File: config.mk
export PLATFORM = sky130hd
export DESIGN_NAME = adcs_ctrl
export DESIGN_NICKNAME = d
export VERILOG_FILES = /design/src/adcs_ctrl.v /design/src/adcs_tad_gen.v
export VERILOG_INCLUDE_DIRS = /design/src
export SDC_FILE = /design/constraint.sdc
export NUM_CORES = 1
export LEC_CHECK = 0
export BUFFER_PORTS_ARGS = -buffer_cell sky130_fd_sc_hd__buf_2
export CORE_ASPECT_RATIO = 0.6
export CORE_MARGIN = 8
export CORE_UTILIZATION = 51
export DETAILED_ROUTE_END_ITERATION = 8
export GPL_TIMING_DRIVEN = 0
export PLACE_DENSITY = 0.77
export SKIP_LAST_GASP = 1
export SLEW_MARGIN = 20
export SYNTH_ARGS = -nofsm -noshare
export SYNTH_HDL_FRONTEND = slang
export SYNTH_HIERARCHICAL = 1
export SYNTH_SLANG_ARGS = --single-unit
File: constraint.sdc
create_clock -name clk_i -period 3.1 [get_ports clk_i]
set_input_delay 0.155 -clock clk_i [delete_from_list [all_inputs] [get_ports clk_i]]
set_output_delay 0.155 -clock clk_i [all_outputs]
set_load 0.02 [all_outputs]
File: src/adcs_map.vh
// Register map, field positions, reset values and timing counts of the converter sequencer
`ifndef ADCS_MAP_VH
`define ADCS_MAP_VH

// ****************************************************************
// Register byte offsets
// ****************************************************************
`define ADCS_OFS_CTRL      8'h00
`define ADCS_OFS_CFG       8'h04
`define ADCS_OFS_RESH      8'h08
`define ADCS_OFS_RESL      8'h0c
`define ADCS_OFS_STAT      8'h10

// ****************************************************************
// Field positions
// ****************************************************************
`define ADCS_CTRL_EN_BIT   0
`define ADCS_CTRL_GO_BIT   1
`define ADCS_CTRL_CHS_LSB  2
`define ADCS_CTRL_CHS_MSB  6
`define ADCS_CFG_PREF_LSB  0
`define ADCS_CFG_PREF_MSB  1
`define ADCS_CFG_CCS_LSB   4
`define ADCS_CFG_CCS_MSB   6
`define ADCS_CFG_JUST_BIT  7
`define ADCS_STAT_DONE_BIT 0

// ****************************************************************
// Reset values
// ****************************************************************
`define ADCS_RST_CTRL      8'h00
`define ADCS_RST_CFG       8'h00
`define ADCS_RST_RES       8'h00

// ****************************************************************
// Channel codes
// ****************************************************************
`define ADCS_CHS_PIN_LAST  5'h07
`define ADCS_CHS_PIN_SMALL 5'h03
`define ADCS_CHS_TEMP      5'h1d
`define ADCS_CHS_DAC       5'h1e
`define ADCS_CHS_FIXREF    5'h1f

// ****************************************************************
// Conversion clock codes and half bit period lengths in core clocks
// ****************************************************************
`define ADCS_CCS_DIV2      3'h0
`define ADCS_CCS_DIV8      3'h1
`define ADCS_CCS_DIV32     3'h2
`define ADCS_CCS_DIV4      3'h4
`define ADCS_CCS_DIV16     3'h5
`define ADCS_CCS_DIV64     3'h6
`define ADCS_CCS_RC_LOW    2'h3
`define ADCS_HALF_DIV2     6'h01
`define ADCS_HALF_DIV4     6'h02
`define ADCS_HALF_DIV8     6'h04
`define ADCS_HALF_DIV16    6'h08
`define ADCS_HALF_DIV32    6'h10
`define ADCS_HALF_DIV64    6'h20

// ****************************************************************
// Conversion timing in half bit periods (11.5 bit periods); RC start wait in core clocks
// ****************************************************************
`define ADCS_CONV_HALF_TADS 5'd23
`define ADCS_FIRST_DEC_HALF 5'd4
`define ADCS_LAST_DEC_HALF  5'd22
`define ADCS_INSTR_CLKS     4

`endif

File: src/adcs_ctrl.v
// Control sequencer of a 10-bit successive-approximation converter with AHB-Lite registers
//
// Implementation choices: the register offsets and the AHB-Lite slave port.
`timescale 1ns/1ps
`include "adcs_map.vh"

module adcs_ctrl #(
  parameter LARGE_VARIANT = 1,
  parameter INSTR_CLKS    = `ADCS_INSTR_CLKS
) (
  input  wire        clk_i,
  input  wire        rst_i,
  input  wire        hsel_i,
  input  wire [7:0]  haddr_i,
  input  wire [1:0]  htrans_i,
  input  wire        hwrite_i,
  input  wire [2:0]  hsize_i,
  input  wire [31:0] hwdata_i,
  input  wire        hready_i,
  output reg  [31:0] hrdata_o,
  output reg         hreadyout_o,
  output reg         hresp_o,
  input  wire        special_event_i,
  input  wire        comparator_i,
  input  wire        rc_tick_i,
  output reg         timer_reset_o,
  output reg         analog_enable_o,
  output reg         hold_o,
  output reg  [9:0]  trial_code_o,
  output reg  [4:0]  channel_select_o,
  output reg         channel_connected_o,
  output reg  [1:0]  positive_ref_select_o,
  output reg         conversion_done_flag_o
);

  localparam S_IDLE   = 2'd0;
  localparam S_RCWAIT = 2'd1;
  localparam S_CONV   = 2'd2;

  reg  [1:0] state_reg;
  reg  [1:0] state_next;
  reg  [4:0] chan_reg;
  reg        go_reg;
  reg        en_reg;
  reg        just_reg;
  reg  [2:0] ccs_reg;
  reg  [1:0] pref_reg;
  reg  [7:0] resh_reg;
  reg  [7:0] resl_reg;
  reg        done_reg;
  reg  [9:0] sar_reg;
  reg  [9:0] sar_dec;
  reg  [3:0] nd_reg;
  reg  [4:0] hcnt_reg;
  reg  [3:0] wait_reg;
  reg        wr_pend_reg;
  reg  [7:0] wr_addr_reg;
  reg        rd_pend_reg;
  reg  [7:0] rd_addr_reg;
  reg  [7:0] rd_mux;
  reg  [9:0] load_val;
  reg  [7:0] fmt_h;
  reg  [7:0] fmt_l;
  wire       addr_ok;
  wire [7:0] wdata;
  wire       wr_ctrl;
  wire       wr_cfg;
  wire       wr_resh;
  wire       wr_resl;
  wire       wr_stat;
  wire       en_eff;
  wire       start;
  wire       stop_sw;
  wire       abort;
  wire       half_tick;
  wire       decide;
  wire       complete;
  wire       last_bit;
  wire [9:0] fill;
  wire       is_rc;

  // ****************************************************************
  // AHB-Lite slave front end
  // ****************************************************************
  assign addr_ok = hsel_i & htrans_i[1] & hready_i;
  assign wdata   = hwdata_i[7:0];
  assign wr_ctrl = wr_pend_reg & (wr_addr_reg == `ADCS_OFS_CTRL);
  assign wr_cfg  = wr_pend_reg & (wr_addr_reg == `ADCS_OFS_CFG);
  assign wr_resh = wr_pend_reg & (wr_addr_reg == `ADCS_OFS_RESH);
  assign wr_resl = wr_pend_reg & (wr_addr_reg == `ADCS_OFS_RESL);
  assign wr_stat = wr_pend_reg & (wr_addr_reg == `ADCS_OFS_STAT);

  // Writes finish with zero wait, reads take one wait state
  always @(posedge clk_i or posedge rst_i) begin
    if (rst_i) begin
      wr_pend_reg <= 1'b0;
      wr_addr_reg <= 8'h00;
      rd_pend_reg <= 1'b0;
      rd_addr_reg <= 8'h00;
      hreadyout_o <= 1'b1;
      hresp_o     <= 1'b0;
      hrdata_o    <= 32'h0000_0000;
    end else begin
      wr_pend_reg <= addr_ok & hwrite_i;
      wr_addr_reg <= haddr_i;
      hresp_o     <= 1'b0;
      if (addr_ok && !hwrite_i) begin
        rd_pend_reg <= 1'b1;
        rd_addr_reg <= haddr_i;
        hreadyout_o <= 1'b0;
      end else if (rd_pend_reg) begin
        rd_pend_reg <= 1'b0;
        hreadyout_o <= 1'b1;
        hrdata_o    <= {24'h00_0000, rd_mux};
      end
    end
  end

  // Read data; unimplemented bits and unmapped offsets read zero
  always @* begin
    case (rd_addr_reg)
      `ADCS_OFS_CTRL: rd_mux = {1'b0, chan_reg, go_reg, en_reg};
      `ADCS_OFS_CFG:  rd_mux = {just_reg, ccs_reg, 2'b00, pref_reg};
      `ADCS_OFS_RESH: rd_mux = resh_reg;
      `ADCS_OFS_RESL: rd_mux = resl_reg;
      `ADCS_OFS_STAT: rd_mux = {7'h00, done_reg};
      default:        rd_mux = 8'h00;
    endcase
  end

  // ****************************************************************
  // Start, stop and completion decisions
  // ****************************************************************
  assign en_eff   = wr_ctrl ? wdata[`ADCS_CTRL_EN_BIT] : en_reg;
  assign is_rc    = (ccs_reg[1:0] == `ADCS_CCS_RC_LOW);
  // One conversion for coincident starts; busy triggers dropped
  assign start    = (state_reg == S_IDLE) & en_eff &
                    ((wr_ctrl & wdata[`ADCS_CTRL_GO_BIT]) | special_event_i);
  assign stop_sw  = wr_ctrl & ~wdata[`ADCS_CTRL_GO_BIT];
  assign abort    = (state_reg != S_IDLE) & (stop_sw | ~en_eff);
  assign decide   = (state_reg == S_CONV) & half_tick & ~hcnt_reg[0] &
                    (hcnt_reg >= `ADCS_FIRST_DEC_HALF) &
                    (hcnt_reg <= `ADCS_LAST_DEC_HALF);
  // Last decision lands on the 23rd half bit period
  assign complete = decide & (hcnt_reg == `ADCS_LAST_DEC_HALF) & ~abort;

  adcs_tad_gen u_tad (
    .clk_i       (clk_i),
    .rst_i       (rst_i),
    .run_i       (state_reg == S_CONV),
    .clk_sel_i   (ccs_reg),
    .rc_tick_i   (rc_tick_i),
    .half_tick_o (half_tick)
  );

  // Sequencer state
  always @* begin
    state_next = state_reg;
    case (state_reg)
      S_IDLE:   if (start) state_next = is_rc ? S_RCWAIT : S_CONV;
      S_RCWAIT: if (abort) state_next = S_IDLE;
                else if (wait_reg == INSTR_CLKS - 1) state_next = S_CONV;
      S_CONV:   if (abort || complete) state_next = S_IDLE;
      default:  state_next = S_IDLE;
    endcase
  end

  // ****************************************************************
  // Successive approximation
  // ****************************************************************
  // Keep comparator result for the bit under test, try the next one
  always @* begin : sar_step
    integer k;
    sar_dec = sar_reg;
    for (k = 0; k < 10; k = k + 1) begin
      if (k == 9 - nd_reg) begin
        sar_dec[k] = comparator_i;
      end
      if (k == 8 - nd_reg) begin
        sar_dec[k] = 1'b1;
      end
    end
  end

  // Partial result: unconverted bits copy the last converted bit
  assign last_bit = (nd_reg == 4'd0) ? 1'b0 : sar_reg[4'd10 - nd_reg];
  genvar gi;
  generate
    for (gi = 0; gi < 10; gi = gi + 1) begin : g_fill
      localparam [3:0] THR = 10 - gi;
      assign fill[gi] = (nd_reg >= THR) ? sar_reg[gi] : last_bit;
    end
  endgenerate

  // Result formatting by justify bit
  always @* begin
    load_val = complete ? sar_dec : fill;
    if (just_reg) begin
      fmt_h = {6'h00, load_val[9:8]};
      fmt_l = load_val[7:0];
    end else begin
      fmt_h = load_val[9:2];
      fmt_l = {load_val[1:0], 6'h00};
    end
  end

  // Sequencer registers
  always @(posedge clk_i or posedge rst_i) begin
    if (rst_i) begin
      state_reg <= S_IDLE;
      sar_reg   <= 10'h000;
      nd_reg    <= 4'd0;
      hcnt_reg  <= 5'd0;
      wait_reg  <= 4'd0;
    end else begin
      state_reg <= state_next;
      if (start) begin
        sar_reg  <= 10'h200;
        nd_reg   <= 4'd0;
        hcnt_reg <= 5'd0;
        wait_reg <= 4'd0;
      end else begin
        if (state_reg == S_RCWAIT) begin
          wait_reg <= wait_reg + 4'd1;
        end
        if (state_reg == S_CONV && half_tick) begin
          hcnt_reg <= hcnt_reg + 5'd1;
        end
        if (decide) begin
          sar_reg <= sar_dec;
          nd_reg  <= nd_reg + 4'd1;
        end
      end
    end
  end

  // ****************************************************************
  // Software registers and flags
  // ****************************************************************
  always @(posedge clk_i or posedge rst_i) begin
    if (rst_i) begin
      chan_reg <= 5'h00;  // Channel field of the control reset value
      en_reg   <= 1'b0;
      go_reg   <= 1'b0;
      just_reg <= 1'b0;
      ccs_reg  <= 3'h0;
      pref_reg <= 2'h0;
      resh_reg <= `ADCS_RST_RES;
      resl_reg <= `ADCS_RST_RES;
      done_reg <= 1'b0;
    end else begin
      if (wr_ctrl) begin
        chan_reg <= wdata[`ADCS_CTRL_CHS_MSB:`ADCS_CTRL_CHS_LSB];
        en_reg   <= wdata[`ADCS_CTRL_EN_BIT];
      end
      if (wr_cfg) begin
        just_reg <= wdata[`ADCS_CFG_JUST_BIT];
        ccs_reg  <= wdata[`ADCS_CFG_CCS_MSB:`ADCS_CFG_CCS_LSB];
        pref_reg <= wdata[`ADCS_CFG_PREF_MSB:`ADCS_CFG_PREF_LSB];
      end
      // Go flag follows the sequencer, not the write data
      if (start) begin
        go_reg <= 1'b1;
      end else if (complete || abort) begin
        go_reg <= 1'b0;
      end
      // Hardware load wins over a software write
      if (complete || (abort && stop_sw && en_eff)) begin
        resh_reg <= fmt_h;
        resl_reg <= fmt_l;
      end else begin
        if (wr_resh) resh_reg <= wdata;
        if (wr_resl) resl_reg <= wdata;
      end
      // Done flag: set beats write-one-to-clear
      if (complete) begin
        done_reg <= 1'b1;
      end else if (wr_stat && wdata[`ADCS_STAT_DONE_BIT]) begin
        done_reg <= 1'b0;
      end
    end
  end

  // ****************************************************************
  // Analog side and trigger outputs
  // ****************************************************************
  always @(posedge clk_i or posedge rst_i) begin
    if (rst_i) begin
      timer_reset_o          <= 1'b0;
      analog_enable_o        <= 1'b0;
      hold_o                 <= 1'b0;
      trial_code_o           <= 10'h000;
      channel_select_o       <= 5'h00;
      channel_connected_o    <= 1'b0;
      positive_ref_select_o  <= 2'h0;
      conversion_done_flag_o <= 1'b0;
    end else begin
      timer_reset_o          <= special_event_i;
      analog_enable_o        <= en_reg;
      hold_o                 <= (state_reg == S_CONV);
      trial_code_o           <= sar_reg;
      channel_select_o       <= chan_reg;
      // Pins, temperature, DAC and fixed reference only
      channel_connected_o    <= (chan_reg <= (LARGE_VARIANT ? `ADCS_CHS_PIN_LAST
                                                : `ADCS_CHS_PIN_SMALL)) |
                                (chan_reg >= `ADCS_CHS_TEMP);
      positive_ref_select_o  <= pref_reg;
      conversion_done_flag_o <= done_reg;
    end
  end

endmodule // adcs_ctrl

File: src/adcs_tad_gen.v
// Half bit period tick generator for the conversion clock
`timescale 1ns/1ps
`include "adcs_map.vh"

module adcs_tad_gen (
  input  wire       clk_i,
  input  wire       rst_i,
  input  wire       run_i,
  input  wire [2:0] clk_sel_i,
  input  wire       rc_tick_i,
  output reg        half_tick_o
);

  reg  [5:0] cnt_reg;
  reg  [5:0] half_len;
  wire       use_rc;

  // ****************************************************************
  // Divider selection
  // ****************************************************************
  assign use_rc = (clk_sel_i[1:0] == `ADCS_CCS_RC_LOW);

  // Half period length per clock code
  always @* begin
    case (clk_sel_i)
      `ADCS_CCS_DIV2:  half_len = `ADCS_HALF_DIV2;
      `ADCS_CCS_DIV8:  half_len = `ADCS_HALF_DIV8;
      `ADCS_CCS_DIV32: half_len = `ADCS_HALF_DIV32;
      `ADCS_CCS_DIV4:  half_len = `ADCS_HALF_DIV4;
      `ADCS_CCS_DIV16: half_len = `ADCS_HALF_DIV16;
      `ADCS_CCS_DIV64: half_len = `ADCS_HALF_DIV64;
      default:         half_len = `ADCS_HALF_DIV2;
    endcase
  end

  // Counter restarts whenever the sequencer is not converting
  always @(posedge clk_i or posedge rst_i) begin
    if (rst_i) begin
      cnt_reg     <= 6'h00;
      half_tick_o <= 1'b0;
    end else if (!run_i) begin
      cnt_reg     <= 6'h00;
      half_tick_o <= 1'b0;
    end else if (use_rc) begin
      cnt_reg     <= 6'h00;
      half_tick_o <= rc_tick_i;  // RC source
    end else if (cnt_reg == half_len - 6'h01) begin
      cnt_reg     <= 6'h00;
      half_tick_o <= 1'b1;
    end else begin
      cnt_reg     <= cnt_reg + 6'h01;
      half_tick_o <= 1'b0;
    end
  end

endmodule // adcs_tad_gen
==> impl_metrics.json <==
{
  "multiInputGateArea_mm2": 0.00302,
  "die_h_um": 100,
  "yosysUniqueCellTypes": 83,
  "yosysWarnings": 6,
  "ys_ff_latch": 111,
  "drt_first_pass_iters": 4,
  "syn_avg_cell_area_um2": 10.5,
  "ys_top_cells_by_area": "dfrtp_1 46%, mux2i_1 4.8%, buf_4 3.4%, nand2_1 3.4%, ha_1 3.1%",
  "max_freq_mhz": 337,
  "reg2reg_from": "nd_reg[0]",
  "synth.most_common_cell": "dfrtp_1",
  "worstHoldEndpoint": "wr_pend_reg",
  "grt_overflow": 0,
  "rsz0062_at_grt": "no",
  "initial_utilization": 0.529,
  "worstPathCellList": "clkbuf_4 -> inv_1 -> ha_2 -> mux4_2 -> mux2i_1 -> a21o_1 -> buf_6 -> a31oi_1 -> a211oi_2 -> a211oi_1",
  "endpoint_kind": "flip-flop",
  "core-area_mm2": 0.0114,
  "synth_top_flop_cell": "dfrtp_1",
  "num_rows": 30,
  "hp-start": "hwrite_i",
  "maxUsedRoutingLayer": "met4",
  "portBuffers": 54,
  "die_w_um": 156,
  "wl_per_cell_um": 19.5,
  "arrival_ps": 3180,
  "pin_count": 109,
  "antenna_found_initial": 0,
  "grt_usage": 0.215,
  "status": "completed",
  "cts_setup_buffers": 0,
  "layout.nets": 745,
  "h-tree-depth": 3,
  "placed_area_mm2": 0.00663,
  "fin_area_mm2": 0.00709,
  "ys_async_sr_fraction": 1.00,
  "critical_path.slowest_cell": "mux4_2",
  "hold_path_depth": 3,
  "hold_class": "in -> reg",
  "gp_congestion": 0.926,
  "syn_inst": 577,
  "peakVddDrop_v": 0.000289,
  "synth_area_leader_cell": "dfrtp_1",
  "route.detailed.drc": 0,
  "rr_worst_depth": 10,
  "antenna_cells": 0,
  "met3_length_um": 1410,
  "cp_max_fo": 10,
  "netlist.area_leader.share": 0.456,
  "nFillCells": 972,
  "cts_num_sinks": 111,
  "routed_wl_um": 16400,
  "ys_top_cells_by_count": "110 x dfrtp_1, 54 x nand2_1, 49 x nor2_1",
  "rrSetupSlack_ps": 130,
  "final.period_utilization": 0.958,
  "cellPowerDensity_mw_per_mm2": 567,
  "root_buffer": "clkbuf_16",
  "cts_tree": "done",
  "seqCellArea_mm2": 0.00278,
  "r2r-end": "resh_reg[2]",
  "grt_max_degree": 84,
  "crit_path_max_incr_delay_ps": 520,
  "grt_pass1_wl_um": 26500,
  "p_leak_nw": 3.32,
  "grt_pass1_vias": 4889,
  "area_growth_pct": 17.5,
  "clockBufferDepth": 2,
  "finalHoldViolCount": 0,
  "maxCapViolCount": 0,
  "clkTransAtPathRegs_ps": 80,
  "dpl.hpwl_um": 12300,
  "required_ps": 3310,
  "min_period_ps": 2970,
  "wl_met1_um": 7710,
  "synth_edf_count": 0,
  "clock_skew_ps": 15.2,
  "synthesis.area_mm2": 0.00603,
  "startpoint_type": "flip-flop",
  "drt-initial-drc-count": 316,
  "wl_met2_um": 7100,
  "setup_tns_ps": 0,
  "ant_nets": 0,
  "vias": 4894,
  "yosysSeqAreaShare": 0.461,
  "cts_buffers": 9,
  "dieArea_mm2": 0.0157,
  "critPathKind": "reg -> reg",
  "tightest_slew_ps": 659,
  "drive_gt1_frac": 0.246,
  "maxSlewViolCount": 0,
  "clk_latency_ps": 360,
  "viasPerCell": 5.81,
  "setup_violations": 0,
  "maxSlewHeadroom": 0.561
}
## power by group
part | switching (mW) | total (mW) | internal [mW]
Clock | 0.599 | 1.18 | 0.581
Sequential | 0.167 | 1.77 | 1.61
Combinational | 0.639 | 1.06 | 0.426
Total | 1.41 | 4.02 | 2.61
## per-layer routing
layer,global-route usage,up-vias
met5,0,-
met4,0.0463,0
met3,0.0661,15
met2,0.316,182
met1,0.304,2426
li1,-,2271
## worst max path at each step
stage / from / to / cells after the start
after floorplan: rst_i / analog_enable_o / 1
after global placement: rst_i / sar_reg[0] / 2
after detailed placement: nd_reg[0] / resh_reg[2] / 10
after CTS: nd_reg[0] / resh_reg[5] / 10
after global routing: nd_reg[0] / resh_reg[2] / 10
final: nd_reg[0] / resh_reg[2] / 10
## layout make-up
type,instances,share of cell area
multi-input cells,426,0.426
well taps,160,0.0282
repair buffers,65,0.0561
flip-flops and latches,111,0.392
plain buffers,51,0.0471
clock buffers,9,0.0318
clock inverters,7,0.0113
inverters,13,0.00759
## worst max-delay path: cells and delay by family, from the launching register on
family,cells,cell delay (ps)
AOI/OAI and AO/OA,4,680
adders and majority gates,1,410
buffers and inverters,3,500
DFF,1,490
muxes,2,730
## cells in the final DEF (no fill, tap or decap), types with 7 or more instances in the layout
master | Yosys | routed
a211oi_1 | 14 | 12
a21oi_1 | 16 | 12
a22o_1 | 7 | 7
a31oi_1 | 9 | 8
buf_2 | 7 | 60
buf_4 | 27 | 27
clkbuf_1 | 12 | 12
clkbuf_16 | 0 | 9
conb_1 | 1 | 25
dfrtp_1 | 110 | 108
dlygate4sd3_1 | 0 | 10
ha_1 | 15 | 14
inv_1 | 12 | 11
mux2_2 | 14 | 14
mux2i_1 | 29 | 29
nand2_1 | 54 | 54
nand2b_1 | 7 | 7
nand3_1 | 25 | 25
nor2_1 | 49 | 49
nor2b_1 | 9 | 8
nor3_1 | 9 | 9
o21ai_0 | 13 | 12
o22ai_1 | 11 | 11
xnor2_1 | 7 | 7
xor2_1 | 10 | 10
## per-stage QoR
| stage | setup WS (ps) | hold WS [ps] | utilization | power [mW] | cells |
|---|---|---|---|---|---|
| floorplan | 214 | -41.6 | - | 2.49 | 601 |
| CTS | 16.4 | 40.6 | 0.617 | 4.01 | 842 |
| global placement | -818 | 100 | 0.578 | 2.79 | 815 |
| finish | 131 | 44.5 | 0.621 | 4.02 | 842 |
| detailed placement | -168 | 129 | 0.581 | 2.82 | 816 |
| global route | 7.35 | 48.9 | 0.621 | 4.22 | 842 |
## logic make-up (layout without fill, tap and decap cells)
family / count (synthesis) / count (layout) / share of synthesized area
AO/OA/AOI/OAI: 123 / 123 / 0.152
XOR/XNOR: 17 / 17 / 0.0247
adder cells (fa/ha/maj): 15 / 15 / 0.0311
buffers and inverters: 64 / 145 / 0.0630
flip-flops: 111 / 111 / 0.461
multiplexers: 49 / 49 / 0.0966
other: 1 / 25 / 0.000622
AND/OR/NAND/NOR: 197 / 197 / 0.172
## repair_timing
item / CTS / global route
setup endpoints to repair: 10 / 15
hold buffers: 10 / 0
pin swaps: 0 / 1
hold endpoints to repair: 37 / 0
gates resized for setup: 3 / 13
Power figures use the tool's default switching activity.
